File: src/verilog/frc_pkg.sv
// constants for the ramp configuration register block
`default_nettype none
package frc_pkg;
  // register select codes carried in the low five bits of each word
  localparam logic [4:0] SEL_CLKDIV = 5'h0D;
  localparam logic [4:0] SEL_DEV = 5'h0E;
  localparam logic [4:0] SEL_STEP = 5'h0F;
  localparam logic [4:0] SEL_DELAY = 5'h10;
  localparam logic [4:0] SEL_RSVD = 5'h11;
  localparam logic [31:0] RSVD_VALUE = 32'h0000_0011;
  // field positions
  localparam int CLK2_LSB = 7;
  localparam int CLK2_W = 12;
  localparam int CSEL_LSB = 5;
  localparam int DEV_INV_BIT = 31;
  localparam int DEV_EXTCLK_BIT = 30;
  localparam int DSEL_LSB = 25;
  localparam int SHIFT_LSB = 21;
  localparam int SHIFT_W = 4;
  localparam int DEV_LSB = 5;
  localparam int DEV_W = 16;
  localparam int SSEL_LSB = 25;
  localparam int STEP_LSB = 3;
  localparam int STEP_W = 20;
  localparam int YSEL_LSB = 23;
  localparam int TRIG_EN_BIT = 20;
  localparam int DLY_EN_BIT = 19;
  localparam int DLY_LSB = 5;
  localparam int DLY_W = 12;
  localparam int SERIAL_W = 32;
  localparam int NSEG = 4;
  localparam int ACC_W = 48;
  // reset values
  localparam logic [11:0] CLK2_RST = 12'h001;
  localparam logic [11:0] CLK1_RST = 12'h001;
  typedef enum logic [1:0] {
    FRC_IDLE = 2'b00,
    FRC_DELAY = 2'b01,
    FRC_SLOPE = 2'b10
  } frc_state_t;
endpackage
`default_nettype wire

File: src/verilog/frc_trig_edge.sv
// trigger pin edge detector with selectable polarity
`timescale 1ns/100ps
`default_nettype none
module frc_trig_edge (
  input wire logic clk,
  input wire logic arst_n,
  input wire logic pin,
  input wire logic invert,
  output logic active_edge
);
  logic pin_q;
  always_ff @(posedge clk or negedge arst_n) begin
    if (!arst_n) begin
      pin_q <= 1'b0;
    end else begin
      pin_q <= pin;
    end
  end
  // rising edge normally, falling edge when inverted
  assign active_edge = invert ? (pin_q & ~pin) : (~pin_q & pin);
endmodule
`default_nettype wire

File: src/verilog/frc_ramp_regs.sv
// ramp configuration registers and a step sequencer using them
// **************************************************************
// **************************************************************
`timescale 1ns/100ps
`default_nettype none
module frc_ramp_regs #(
  parameter int ACC_W = frc_pkg::ACC_W
) (
  input wire logic clk,
  input wire logic arst_n,
  input wire logic wr_valid,
  input wire logic [31:0] wr_data,
  input wire logic [11:0] clk1_div,
  input wire logic ramp_enable,
  input wire logic continuous,
  input wire logic trig_pin,
  output logic [ACC_W-1:0] freq_offset_q,
  output logic ramping_q,
  output logic [1:0] segment_q,
  output logic step_pulse_q,
  output logic rsvd_bad_q
);
  // a full deviation shifted fifteen places needs 31 bits; the rest is summing room
  if (ACC_W < 40) begin : g_acc_w_check
    $error("accumulator too narrow");
  end
  // **************************************************************
  // register file
  // **************************************************************
  logic [11:0] clk2_q [frc_pkg::NSEG];
  logic [15:0] dev_q [frc_pkg::NSEG];
  logic [3:0] shift_q [frc_pkg::NSEG];
  logic [19:0] steps_q [frc_pkg::NSEG];
  logic [11:0] dly_q [frc_pkg::NSEG];
  logic trig_inv_q, ext_clk_q, trig_en_q, dly_en_q;
  logic [4:0] sel;
  assign sel = wr_data[4:0];

  function automatic logic [1:0] seg_of(input logic [31:0] w, input int lsb);
    seg_of = w[lsb +: 2];
  endfunction

  always_ff @(posedge clk or negedge arst_n) begin
    if (!arst_n) begin
      for (int i = 0; i < frc_pkg::NSEG; i++) begin
        clk2_q[i] <= frc_pkg::CLK2_RST;
        dev_q[i] <= 16'h0000;
        shift_q[i] <= 4'h0;
        steps_q[i] <= 20'h00000;
        dly_q[i] <= 12'h000;
      end
      trig_inv_q <= 1'b0;
      ext_clk_q <= 1'b0;
      trig_en_q <= 1'b0;
      dly_en_q <= 1'b0;
    end else if (wr_valid) begin
      case (sel)
        frc_pkg::SEL_CLKDIV: begin
          clk2_q[seg_of(wr_data, frc_pkg::CSEL_LSB)] <= wr_data[18:7];
        end
        frc_pkg::SEL_DEV: begin
          trig_inv_q <= wr_data[frc_pkg::DEV_INV_BIT];
          ext_clk_q <= wr_data[frc_pkg::DEV_EXTCLK_BIT];
          dev_q[seg_of(wr_data, frc_pkg::DSEL_LSB)] <= wr_data[20:5];
          shift_q[seg_of(wr_data, frc_pkg::DSEL_LSB)] <= wr_data[24:21];
        end
        frc_pkg::SEL_STEP: begin
          steps_q[seg_of(wr_data, frc_pkg::SSEL_LSB)] <= wr_data[22:3];
        end
        frc_pkg::SEL_DELAY: begin
          trig_en_q <= wr_data[frc_pkg::TRIG_EN_BIT];
          dly_en_q <= wr_data[frc_pkg::DLY_EN_BIT];
          dly_q[seg_of(wr_data, frc_pkg::YSEL_LSB)] <= wr_data[16:5];
        end
        default: begin
        end
      endcase
    end
  end

  // reserved word checking: flags any deviating content
  always_ff @(posedge clk or negedge arst_n) begin
    if (!arst_n) begin
      rsvd_bad_q <= 1'b0;
    end else if (wr_valid && sel == frc_pkg::SEL_RSVD) begin
      rsvd_bad_q <= (wr_data != frc_pkg::RSVD_VALUE);
    end
  end

  // **************************************************************
  // trigger and step timing
  // **************************************************************
  logic trig_edge;
  frc_trig_edge u_edge (
    .clk(clk),
    .arst_n(arst_n),
    .pin(trig_pin),
    .invert(trig_inv_q),
    .active_edge(trig_edge)
  );

  frc_pkg::frc_state_t state_q;
  logic [23:0] tick_q;
  logic [23:0] tick_len;
  logic [19:0] step_cnt_q;
  logic [11:0] dly_cnt_q;
  logic step_now;
  logic last_step;
  logic run_q;

  // step lasts clk1 * clk2 clock periods; a zero in either divider gives a one-period step
  assign tick_len = 24'(clk1_div) * 24'(clk2_q[segment_q]);
  assign step_now = (state_q == frc_pkg::FRC_SLOPE) &&
                    (ext_clk_q ? trig_edge : (tick_q + 24'h1 >= tick_len));
  assign last_step = (step_cnt_q + 20'h1 >= steps_q[segment_q]);

  always_ff @(posedge clk or negedge arst_n) begin
    if (!arst_n) begin
      tick_q <= 24'h0;
    end else if (state_q != frc_pkg::FRC_SLOPE || step_now) begin
      tick_q <= 24'h0;
    end else begin
      tick_q <= tick_q + 24'h1;
    end
  end

  // run request: trigger pin gates start with enable; with the trigger enabled, continuous ramps
  // only start and stop on a trigger edge, which loads the enable level
  logic start_ok;
  assign start_ok = trig_en_q ? (ramp_enable && trig_pin) : ramp_enable;
  always_ff @(posedge clk or negedge arst_n) begin
    if (!arst_n) begin
      run_q <= 1'b0;
    end else if (continuous && trig_en_q) begin
      if (trig_edge) begin
        run_q <= ramp_enable;
      end
    end else begin
      run_q <= start_ok;
    end
  end

  always_ff @(posedge clk or negedge arst_n) begin
    if (!arst_n) begin
      state_q <= frc_pkg::FRC_IDLE;
      segment_q <= 2'b00;
      step_cnt_q <= 20'h0;
      dly_cnt_q <= 12'h0;
    end else begin
      case (state_q)
        frc_pkg::FRC_IDLE: begin
          segment_q <= 2'b00;
          step_cnt_q <= 20'h0;
          dly_cnt_q <= 12'h0;
          if (run_q) begin
            state_q <= dly_en_q ? frc_pkg::FRC_DELAY : frc_pkg::FRC_SLOPE;
          end
        end
        frc_pkg::FRC_DELAY: begin
          if (!run_q) begin
            state_q <= frc_pkg::FRC_IDLE;
          end else if (dly_cnt_q + 12'h1 >= dly_q[segment_q]) begin
            dly_cnt_q <= 12'h0;
            state_q <= frc_pkg::FRC_SLOPE;
          end else begin
            dly_cnt_q <= dly_cnt_q + 12'h1;
          end
        end
        frc_pkg::FRC_SLOPE: begin
          if (!run_q) begin
            state_q <= frc_pkg::FRC_IDLE;
          end else if (step_now) begin
            if (last_step) begin
              step_cnt_q <= 20'h0;
              segment_q <= segment_q + 2'b01;
              state_q <= dly_en_q ? frc_pkg::FRC_DELAY : frc_pkg::FRC_SLOPE;
            end else begin
              step_cnt_q <= step_cnt_q + 20'h1;
            end
          end
        end
        default: begin
          state_q <= frc_pkg::FRC_IDLE;
        end
      endcase
    end
  end

  // **************************************************************
  // frequency accumulator
  // **************************************************************
  logic [ACC_W-1:0] dev_scaled;
  // sign extension keeps negative words as downward slopes
  assign dev_scaled = ACC_W'($signed(dev_q[segment_q])) << shift_q[segment_q];

  always_ff @(posedge clk or negedge arst_n) begin
    if (!arst_n) begin
      freq_offset_q <= '0;
      step_pulse_q <= 1'b0;
      ramping_q <= 1'b0;
    end else begin
      step_pulse_q <= step_now;
      ramping_q <= (state_q != frc_pkg::FRC_IDLE);
      if (state_q == frc_pkg::FRC_IDLE) begin
        freq_offset_q <= '0;
      end else if (step_now) begin
        freq_offset_q <= freq_offset_q + dev_scaled;
      end
    end
  end
endmodule
`default_nettype wire

File: config.mk
export PLATFORM = sky130hd
export DESIGN_NAME = frc_ramp_regs
export DESIGN_NICKNAME = d
export VERILOG_FILES = /design/src/verilog/frc_pkg.sv /design/src/verilog/frc_trig_edge.sv /design/src/verilog/frc_ramp_regs.sv
export SDC_FILE = /design/constraint.sdc
export NUM_CORES = 1
export LEC_CHECK = 0
export BUFFER_PORTS_ARGS = -buffer_cell sky130_fd_sc_hd__buf_2
export CORE_ASPECT_RATIO = 0.8
export CORE_MARGIN = 4
export CORE_UTILIZATION = 39
export CTS_CLUSTER_SIZE = 20
export DETAILED_ROUTE_END_ITERATION = 6
export HOLD_SLACK_MARGIN = 0.1
export PLACE_DENSITY = 0.58
export SLEW_MARGIN = 5
export SYNTH_ARGS = -nofsm -noshare
export SYNTH_HDL_FRONTEND = slang
export SYNTH_HIERARCHICAL = 1
export SYNTH_SLANG_ARGS = --single-unit
File: constraint.sdc
create_clock -name clk -period 22.9 [get_ports clk]
set_clock_uncertainty 0.2 [all_clocks]
set_input_delay 0 -clock clk [delete_from_list [all_inputs] [get_ports clk]]
set_output_delay 0 -clock clk [all_outputs]
set_load 0.01 [all_outputs]
### Yosys cells after proc, flatten, opt, wreduce, memory -nomap -nowiden

Index checks and enable logic that the tools add are counted.

| word-level totals | value |
|---|---|
| register bits | 373 |
| latch bits | 0 |
| memory bits (writable) | 0 |
| bits in read-only memories | 0 |
| input port bits | 50 |
| output and inout bits | 53 |
| word-level logic and storage cells | 156 |
| memories | 0 |

| cells by class | value |
|---|---|
| add/sub/neg operators | 5 |
| multiply operators | 1 |
| divide/modulo/power cells | 0 |
| order comparisons | 10 |
| eq/ne operators | 18 |
| shift-type cells | 1 |
| mux-type cells | 57 |
| bitwise operators | 8 |
| reduce and logical (&&, ||, !) cells | 21 |

Operators with widths:

| operator | count |
|---|---|
| $mux 20 | 6 |
| $bwmux 48 | 2 |
| $mux 12 | 8 |
| $mux 48 | 2 |
| $bwmux 80 | 1 |
| $bwmux 64 | 1 |
| $add 48x48->48 | 1 |
| $bmux 12 s2 | 2 |
| $demux 12 s2 | 2 |
| $mux 16 | 3 |
| $shl 48x4->48 | 1 |
| $bmux 20 s2 | 1 |
| $demux 20 s2 | 1 |
| $pmux 20 s2 | 1 |
| $bmux 16 s2 | 1 |
| $demux 16 s2 | 1 |
| $ne 32x5->1 const B | 1 |
| $add 24x1->24 const B | 1 |
| $ge 24x24->1 | 1 |
| $mul 12x12->24 | 1 |
| $mux 24 | 1 |
| $pmux 12 s2 | 1 |
| $add 20x1->20 const B | 1 |
| $ge 20x20->1 | 1 |
| other kinds (29) | 79 |

### Longest topological paths before layout

| logic depth | value |
|---|---|
| depth after elaboration | 11 |
| depth in mapped cells | 40 |
| gate-level depth less buffers | 34 |

### Cells and area by module

The synthesis kept the hierarchy.

By module, submodules not included:

| module | instances | cells an instance | area an instance (µm²) | seq. area each (µm²) |
|---|---|---|---|---|
| frc_ramp_regs | 1 | 2,363 | 25,599.6 | 9,313.9 |
| frc_trig_edge | 1 | 4 | 47.5 | 25.0 |

### Worst setup path after synthesis

No wires, ideal clock.

| path | value |
|---|---|
| path kind | register to register |
| start | reg segment_q[0] |
| end | reg step_cnt_q[11] |
| arrival | 8.958 ns |
| setup slack | 13.647 ns |
| stages on the path, launching flop included | 38 |
| clock period less this slack | 9.253 ns |
| cell sequence | dfrtp_1 > clkbuf_1 > buf_2 > buf_2 > buf_2 > mux4_2 > clkbuf_1 > nand2_1 > fa_1 > fa_1 > inv_1 > fa_1 > fa_1 > inv_1 > fa_1 > inv_1 > ha_1 > and3_1 > [2 not listed] > o41a_1 > and4_1 > o31ai_1 > a21oi_1 > o2111ai_1 > nand2_1 > xnor2_1 > ha_1 > nand4_1 > nor4_1 > o2111ai_1 > a21o_1 > a21oi_1 > nand2_1 > a21oi_1 > nand2b_1 > clkbuf_1 > o31ai_1 |

| between the ends | value |
|---|---|
| cells in the longest elaborated chain, start to end | 10 |
| elaborated cells between the ends (all ways) | 18 |
| classes of those cells | 1 x mul; 2 x order compare; 1 x eq/ne; 11 x mux; 1 x bitwise; 2 x reduce/logical |

Ends and longest elaborated chain:

| element | RTL line | text |
|---|---|---|
| start, declared | frc_ramp_regs.sv:19 | `output logic [1:0] segment_q,` |
| start signal, assigned | frc_ramp_regs.sv:175 | `segment_q <= segment_q + 2'b01;` |
| $not 2->3 (implied by the code) (*) | frc_ramp_regs.sv:112, frc_ramp_regs.sv:115 |  |
| $bmux 12 s2 | frc_ramp_regs.sv:112 | `assign tick_len = 24'(clk1_div) * 24'(clk2_q[segment_q]);` |
| $mux 12 (implied by the code) (2 in a row) | frc_ramp_regs.sv:112 |  |
| $mul 12x12->24 | frc_ramp_regs.sv:112 |  |
| $ge 24x24->1 | frc_ramp_regs.sv:114 | `(ext_clk_q ? trig_edge : (tick_q + 24'h1 >= tick_len));` |
| $mux 1 | frc_ramp_regs.sv:114 |  |
| $logic_and 1x1->1 | frc_ramp_regs.sv:113 | `assign step_now = (state_q == frc_pkg::FRC_SLOPE) &&` |
| $ne 2x2->1 (no line) | n/a |  |
| $reduce_and 3->1 (no line) | n/a |  |
| end signal, assigned | frc_ramp_regs.sv:178 | `step_cnt_q <= step_cnt_q + 20'h1;` |
| end, declared | frc_ramp_regs.sv:105 | `logic [19:0] step_cnt_q;` |

Mark *: on every way between the ends. The rest lies on a longest branch, timed or not. The select of a mux whose other input is x is not followed.
A chain may end at the register's enable or synchronous reset.

### Final worst setup path

| path | value |
|---|---|
| start | reg segment_q[0] |
| end | reg freq_offset_q[47] |

| between the ends | value |
|---|---|
| cells in the longest elaborated chain, start to end | 9 |
| elaborated cells between the ends (all ways) | 19 |
| classes of those cells | 1 x add/sub; 1 x mul; 1 x order compare; 1 x shift; 12 x mux; 1 x bitwise; 2 x reduce/logical |

Ends and longest elaborated chain:

| element | RTL line | text |
|---|---|---|
| $not 2->3 (implied by the code) (*) | frc_ramp_regs.sv:112, frc_ramp_regs.sv:194 |  |
| $bmux 12 s2 | frc_ramp_regs.sv:112 |  |
| $mux 12 (implied by the code) (2 in a row) | frc_ramp_regs.sv:112 |  |
| $mul 12x12->24 | frc_ramp_regs.sv:112 |  |
| $ge 24x24->1 | frc_ramp_regs.sv:114 |  |
| $mux 1 | frc_ramp_regs.sv:114 |  |
| $logic_and 1x1->1 | frc_ramp_regs.sv:113 |  |
| $reduce_bool 2->1 (no line) | n/a |  |
| end signal, assigned | frc_ramp_regs.sv:207 | `freq_offset_q <= freq_offset_q + dev_scaled;` |
| end, declared | frc_ramp_regs.sv:17 | `output logic [ACC_W-1:0] freq_offset_q,` |

Marks and branches as above.

==> impl_metrics.json <==
{
  "outcome": "complete, no violations",
  "synthCells": 2367,
  "slew_headroom_pct": 18.5,
  "internal_power_mw": 1.55,
  "drt-pass1-iter-count": 6,
  "p_sw_mw": 0.936,
  "cp_slowest_cell": "dfrtp_4",
  "fillers": 6036,
  "clkPwrFrac_pct": 28.4,
  "synth_fp_nets": 2686,
  "synth_common_cells": "369 x dfrtp_1, 256 x mux2_2, 190 x inv_1, 184 x nand2_1, 168 x ha_1",
  "final_nets": 2766,
  "setup_violations": 0,
  "setup-tns-final_ns": 0,
  "yosys-top-cells-area": "dfrtp_1 36%, mux2_2 11%, ha_1 8.2%",
  "tightest_slew_ns": 1.22,
  "synth-xor-area-share_pct": 3.89,
  "ir_worst_vdd_mv": 0.0480,
  "async_reset_ff_share_pct": 100,
  "fmax_ghz": 0.104,
  "wire_per_inst_um": 18.6,
  "swShare_pct": 37.6,
  "critPathLaunchType": "flip-flop",
  "slew_viol_final": 0,
  "yosys_most_used_dff": "dfrtp_1",
  "gp_congestion": 0.822,
  "die-area_mm2": 0.0700,
  "grtUsageTotal_pct": 18.1,
  "power_frac_comb_pct": 40.2,
  "tritoncts": "done",
  "cts.sinks": 373,
  "cts.htree.levels": 2,
  "syn_area_mm2": 0.0256,
  "drc": 0,
  "drt_iter0_markers": 1133,
  "holdPathEnd": "steps_q[78]",
  "final_antenna_net_count": 0,
  "synth_edf_count": 0,
  "clock_path_buffers": 3,
  "core-area_mm2": 0.0646,
  "synth.most_common_cell": "dfrtp_1",
  "min_from": "wr_data[21]",
  "yosysTopAreaCell": "dfrtp_1",
  "root_buffer": "clkbuf_16",
  "r2r_end": "freq_offset_q[47]",
  "grt_max_degree": 96,
  "synth_top_family_by_area": "multiplexers",
  "rr_worst_depth": 32,
  "synth-seq-area-share_pct": 36.4,
  "r2r-start": "segment_q[0]",
  "ios": 103,
  "synth.avg_cell_area_um2": 10.8,
  "p_leak_nw": 14.2,
  "cap_violations": 0,
  "seq_power_share_pct": 31.4,
  "row_count": 83,
  "gr-total-overflow": 0,
  "numCtsBuffers": 42,
  "yosys_register_bits": 373,
  "cp_common_cell": "fa_1",
  "routed_wl_mm": 62.0,
  "n_antenna_cell": 0,
  "hold_class": "input pin to flip-flop",
  "drive_gt1_share_pct": 22.1,
  "initial_core_util_pct": 39.7,
  "via_per_inst": 5.34,
  "clk_pin_slew_ns": 0.06,
  "dieWidth_um": 295,
  "port_buffers": 102,
  "synthMuxAreaShare_pct": 18.6,
  "ff2ff_setup_slack_ns": 13.32,
  "cp-startpoint": "segment_q[0]",
  "hold_viol_final": 0,
  "fin_ws_ns": 13.32,
  "yosys.area_share.simple_pct": 11.1,
  "via_count": 17800,
  "arrival_ns": 9.86,
  "hold-worst-slack_ns": 0.158,
  "place_hpwl_mm": 44.4,
  "synth_top_area_share_pct": 36.0,
  "place_ws_ns": 13.31,
  "synth.distinct_cells": 71,
  "rsz0062_at_grt": "no",
  "worst_setup_path_end_kind": "flip-flop",
  "die_height_um": 237,
  "cp.required_ns": 23.17,
  "first_global_vias": 18700,
  "synth_compound_area_share_pct": 9.06,
  "period_minus_slack_ns": 9.58,
  "power.density_mw_per_mm2": 86.1,
  "crit_type": "flip-flop to flip-flop",
  "cp_max_fo": 95,
  "area_growth_pct": 12.6,
  "hold_path_depth": 3,
  "ys_warn_count": 6,
  "antenna_found_initial": 1,
  "fin_crit_sh_pct": 41.8,
  "grt_first_pass_wirelength_mm": 103,
  "worstSkewPairLatency_ns": 0.59,
  "synthAdderAreaFrac_pct": 16.1,
  "slowest_delay_ns": 0.92
}
per-stage QoR:
stage          util [%]  total power [mW]  area (um^2)  std cells
2_1_floorplan         -              1.52        25600       2367
3_3_place_gp       41.6              1.77        26900       3202
3_5_place_dp       41.6              1.79        26900       3202
4_1_cts            44.7              2.52        28900       3330
5_1_grt            44.7              2.69        28900       3330
6_report           44.7              2.49        28900       3330
placed cells by master, fill, tap and decap left out, drive strengths merged, types with 6 or more instances in the layout:
cell / count
o21a: 10
a21o: 62
clkbuf: 55
nor2b: 34
and3: 25
clkinv: 14
nor2: 71
or2: 7
inv: 191
mux2i: 44
xnor2: 65
a21oi: 83
a31oi: 9
a211oi: 8
fa: 101
dlygate4sd3: 50
buf: 122
o2111ai: 6
nor4b: 6
o31ai: 11
o21bai: 6
nand2: 184
o21ai: 102
nand3: 87
dfrtp: 369
and2: 71
mux4: 64
nor4: 8
a22o: 9
xor2: 49
nor3: 16
ha: 168
nand4: 19
mux2: 256
nand2b: 24
flip-flops by register name, indices dropped and copies added (netlist names), 2 cells and up:
signal and flops:
clk2_q 48, dev_q 64, dly_cnt_q 12, dly_q 48, freq_offset_q 48, segment_q 2
shift_q 16, state_q 2, step_cnt_q 20, steps_q 80, tick_q 24
per-layer routing:
layer	GRT usage, %	vias up	share of wire, %
li1	-	8432	-
met1	26.3	9000	49
met2	28.4	308	45
met3	3.46	58	4.8
met4	3.36	0	1.3
met5	0	-	0
power by group through the flow:
| stage | clock [mW] | combinational, mW | sequential, mW |
|---|---|---|---|
| 4_1_cts | 0.728 | 1.01 | 0.781 |
| 6_report | 0.707 | 0.999 | 0.780 |
| 3_3_place_gp | 0 | 0.977 | 0.790 |
| 5_1_grt | 0.757 | 1.14 | 0.791 |
| 3_5_place_dp | 0 | 0.993 | 0.793 |
| 2_1_floorplan | 0 | 0.768 | 0.755 |
cell families (layout without fill, tap and decap cells):
group / count (synthesis) / count (layout)
adder cells (fa/ha/maj): 269 / 269
buffers and inverters: 326 / 439
AO/OA/AOI/OAI: 352 / 352
XOR/XNOR: 114 / 114
flip-flops: 373 / 373
AND/OR/NAND/NOR: 569 / 569
multiplexers: 364 / 364
worst max-delay path: cells and delay by family, from the launching register on:
kind	cells	cell delay, ns
simple gates	8	1.67
flops	1	0.92
compound gates	9	1.78
buf+inv	5	0.55
fa+ha+maj	7	3.20
xor+xnor	1	0.13
mux	2	0.94
worst max-delay path by stage:
stage / end / slack [ns] / cells after the start
after floorplan: step_cnt_q[11] / 13.65 / 37
after global placement: freq_offset_q[16] / 13.40 / 32
after detailed placement: state_q[1] / 13.31 / 30
after CTS: freq_offset_q[47] / 13.26 / 32
after global routing: freq_offset_q[47] / 12.66 / 32
final: freq_offset_q[47] / 13.32 / 32
cell type report:
type	count	area, um^2	share of cell area [%]
inverters	190	713	2.47
multi-input cells	1668	15100	52.2
clock buffers	55	1200	4.15
repair buffers	172	1190	4.12
clock inverters	22	283	0.979
flip-flops and latches	373	9350	32.4
well taps	850	1060	3.68
timing repair:
| action | in CTS | in global routing |
|---|---|---|
| setup endpoints to repair | 0 | 0 |
| resized for setup | 0 | 0 |
| hold buffers | 51 | 0 |
| buffers inserted | 0 | 0 |
| hold endpoints to repair | 404 | 0 |
No activity file was read; power rests on OpenSTA's default activity.
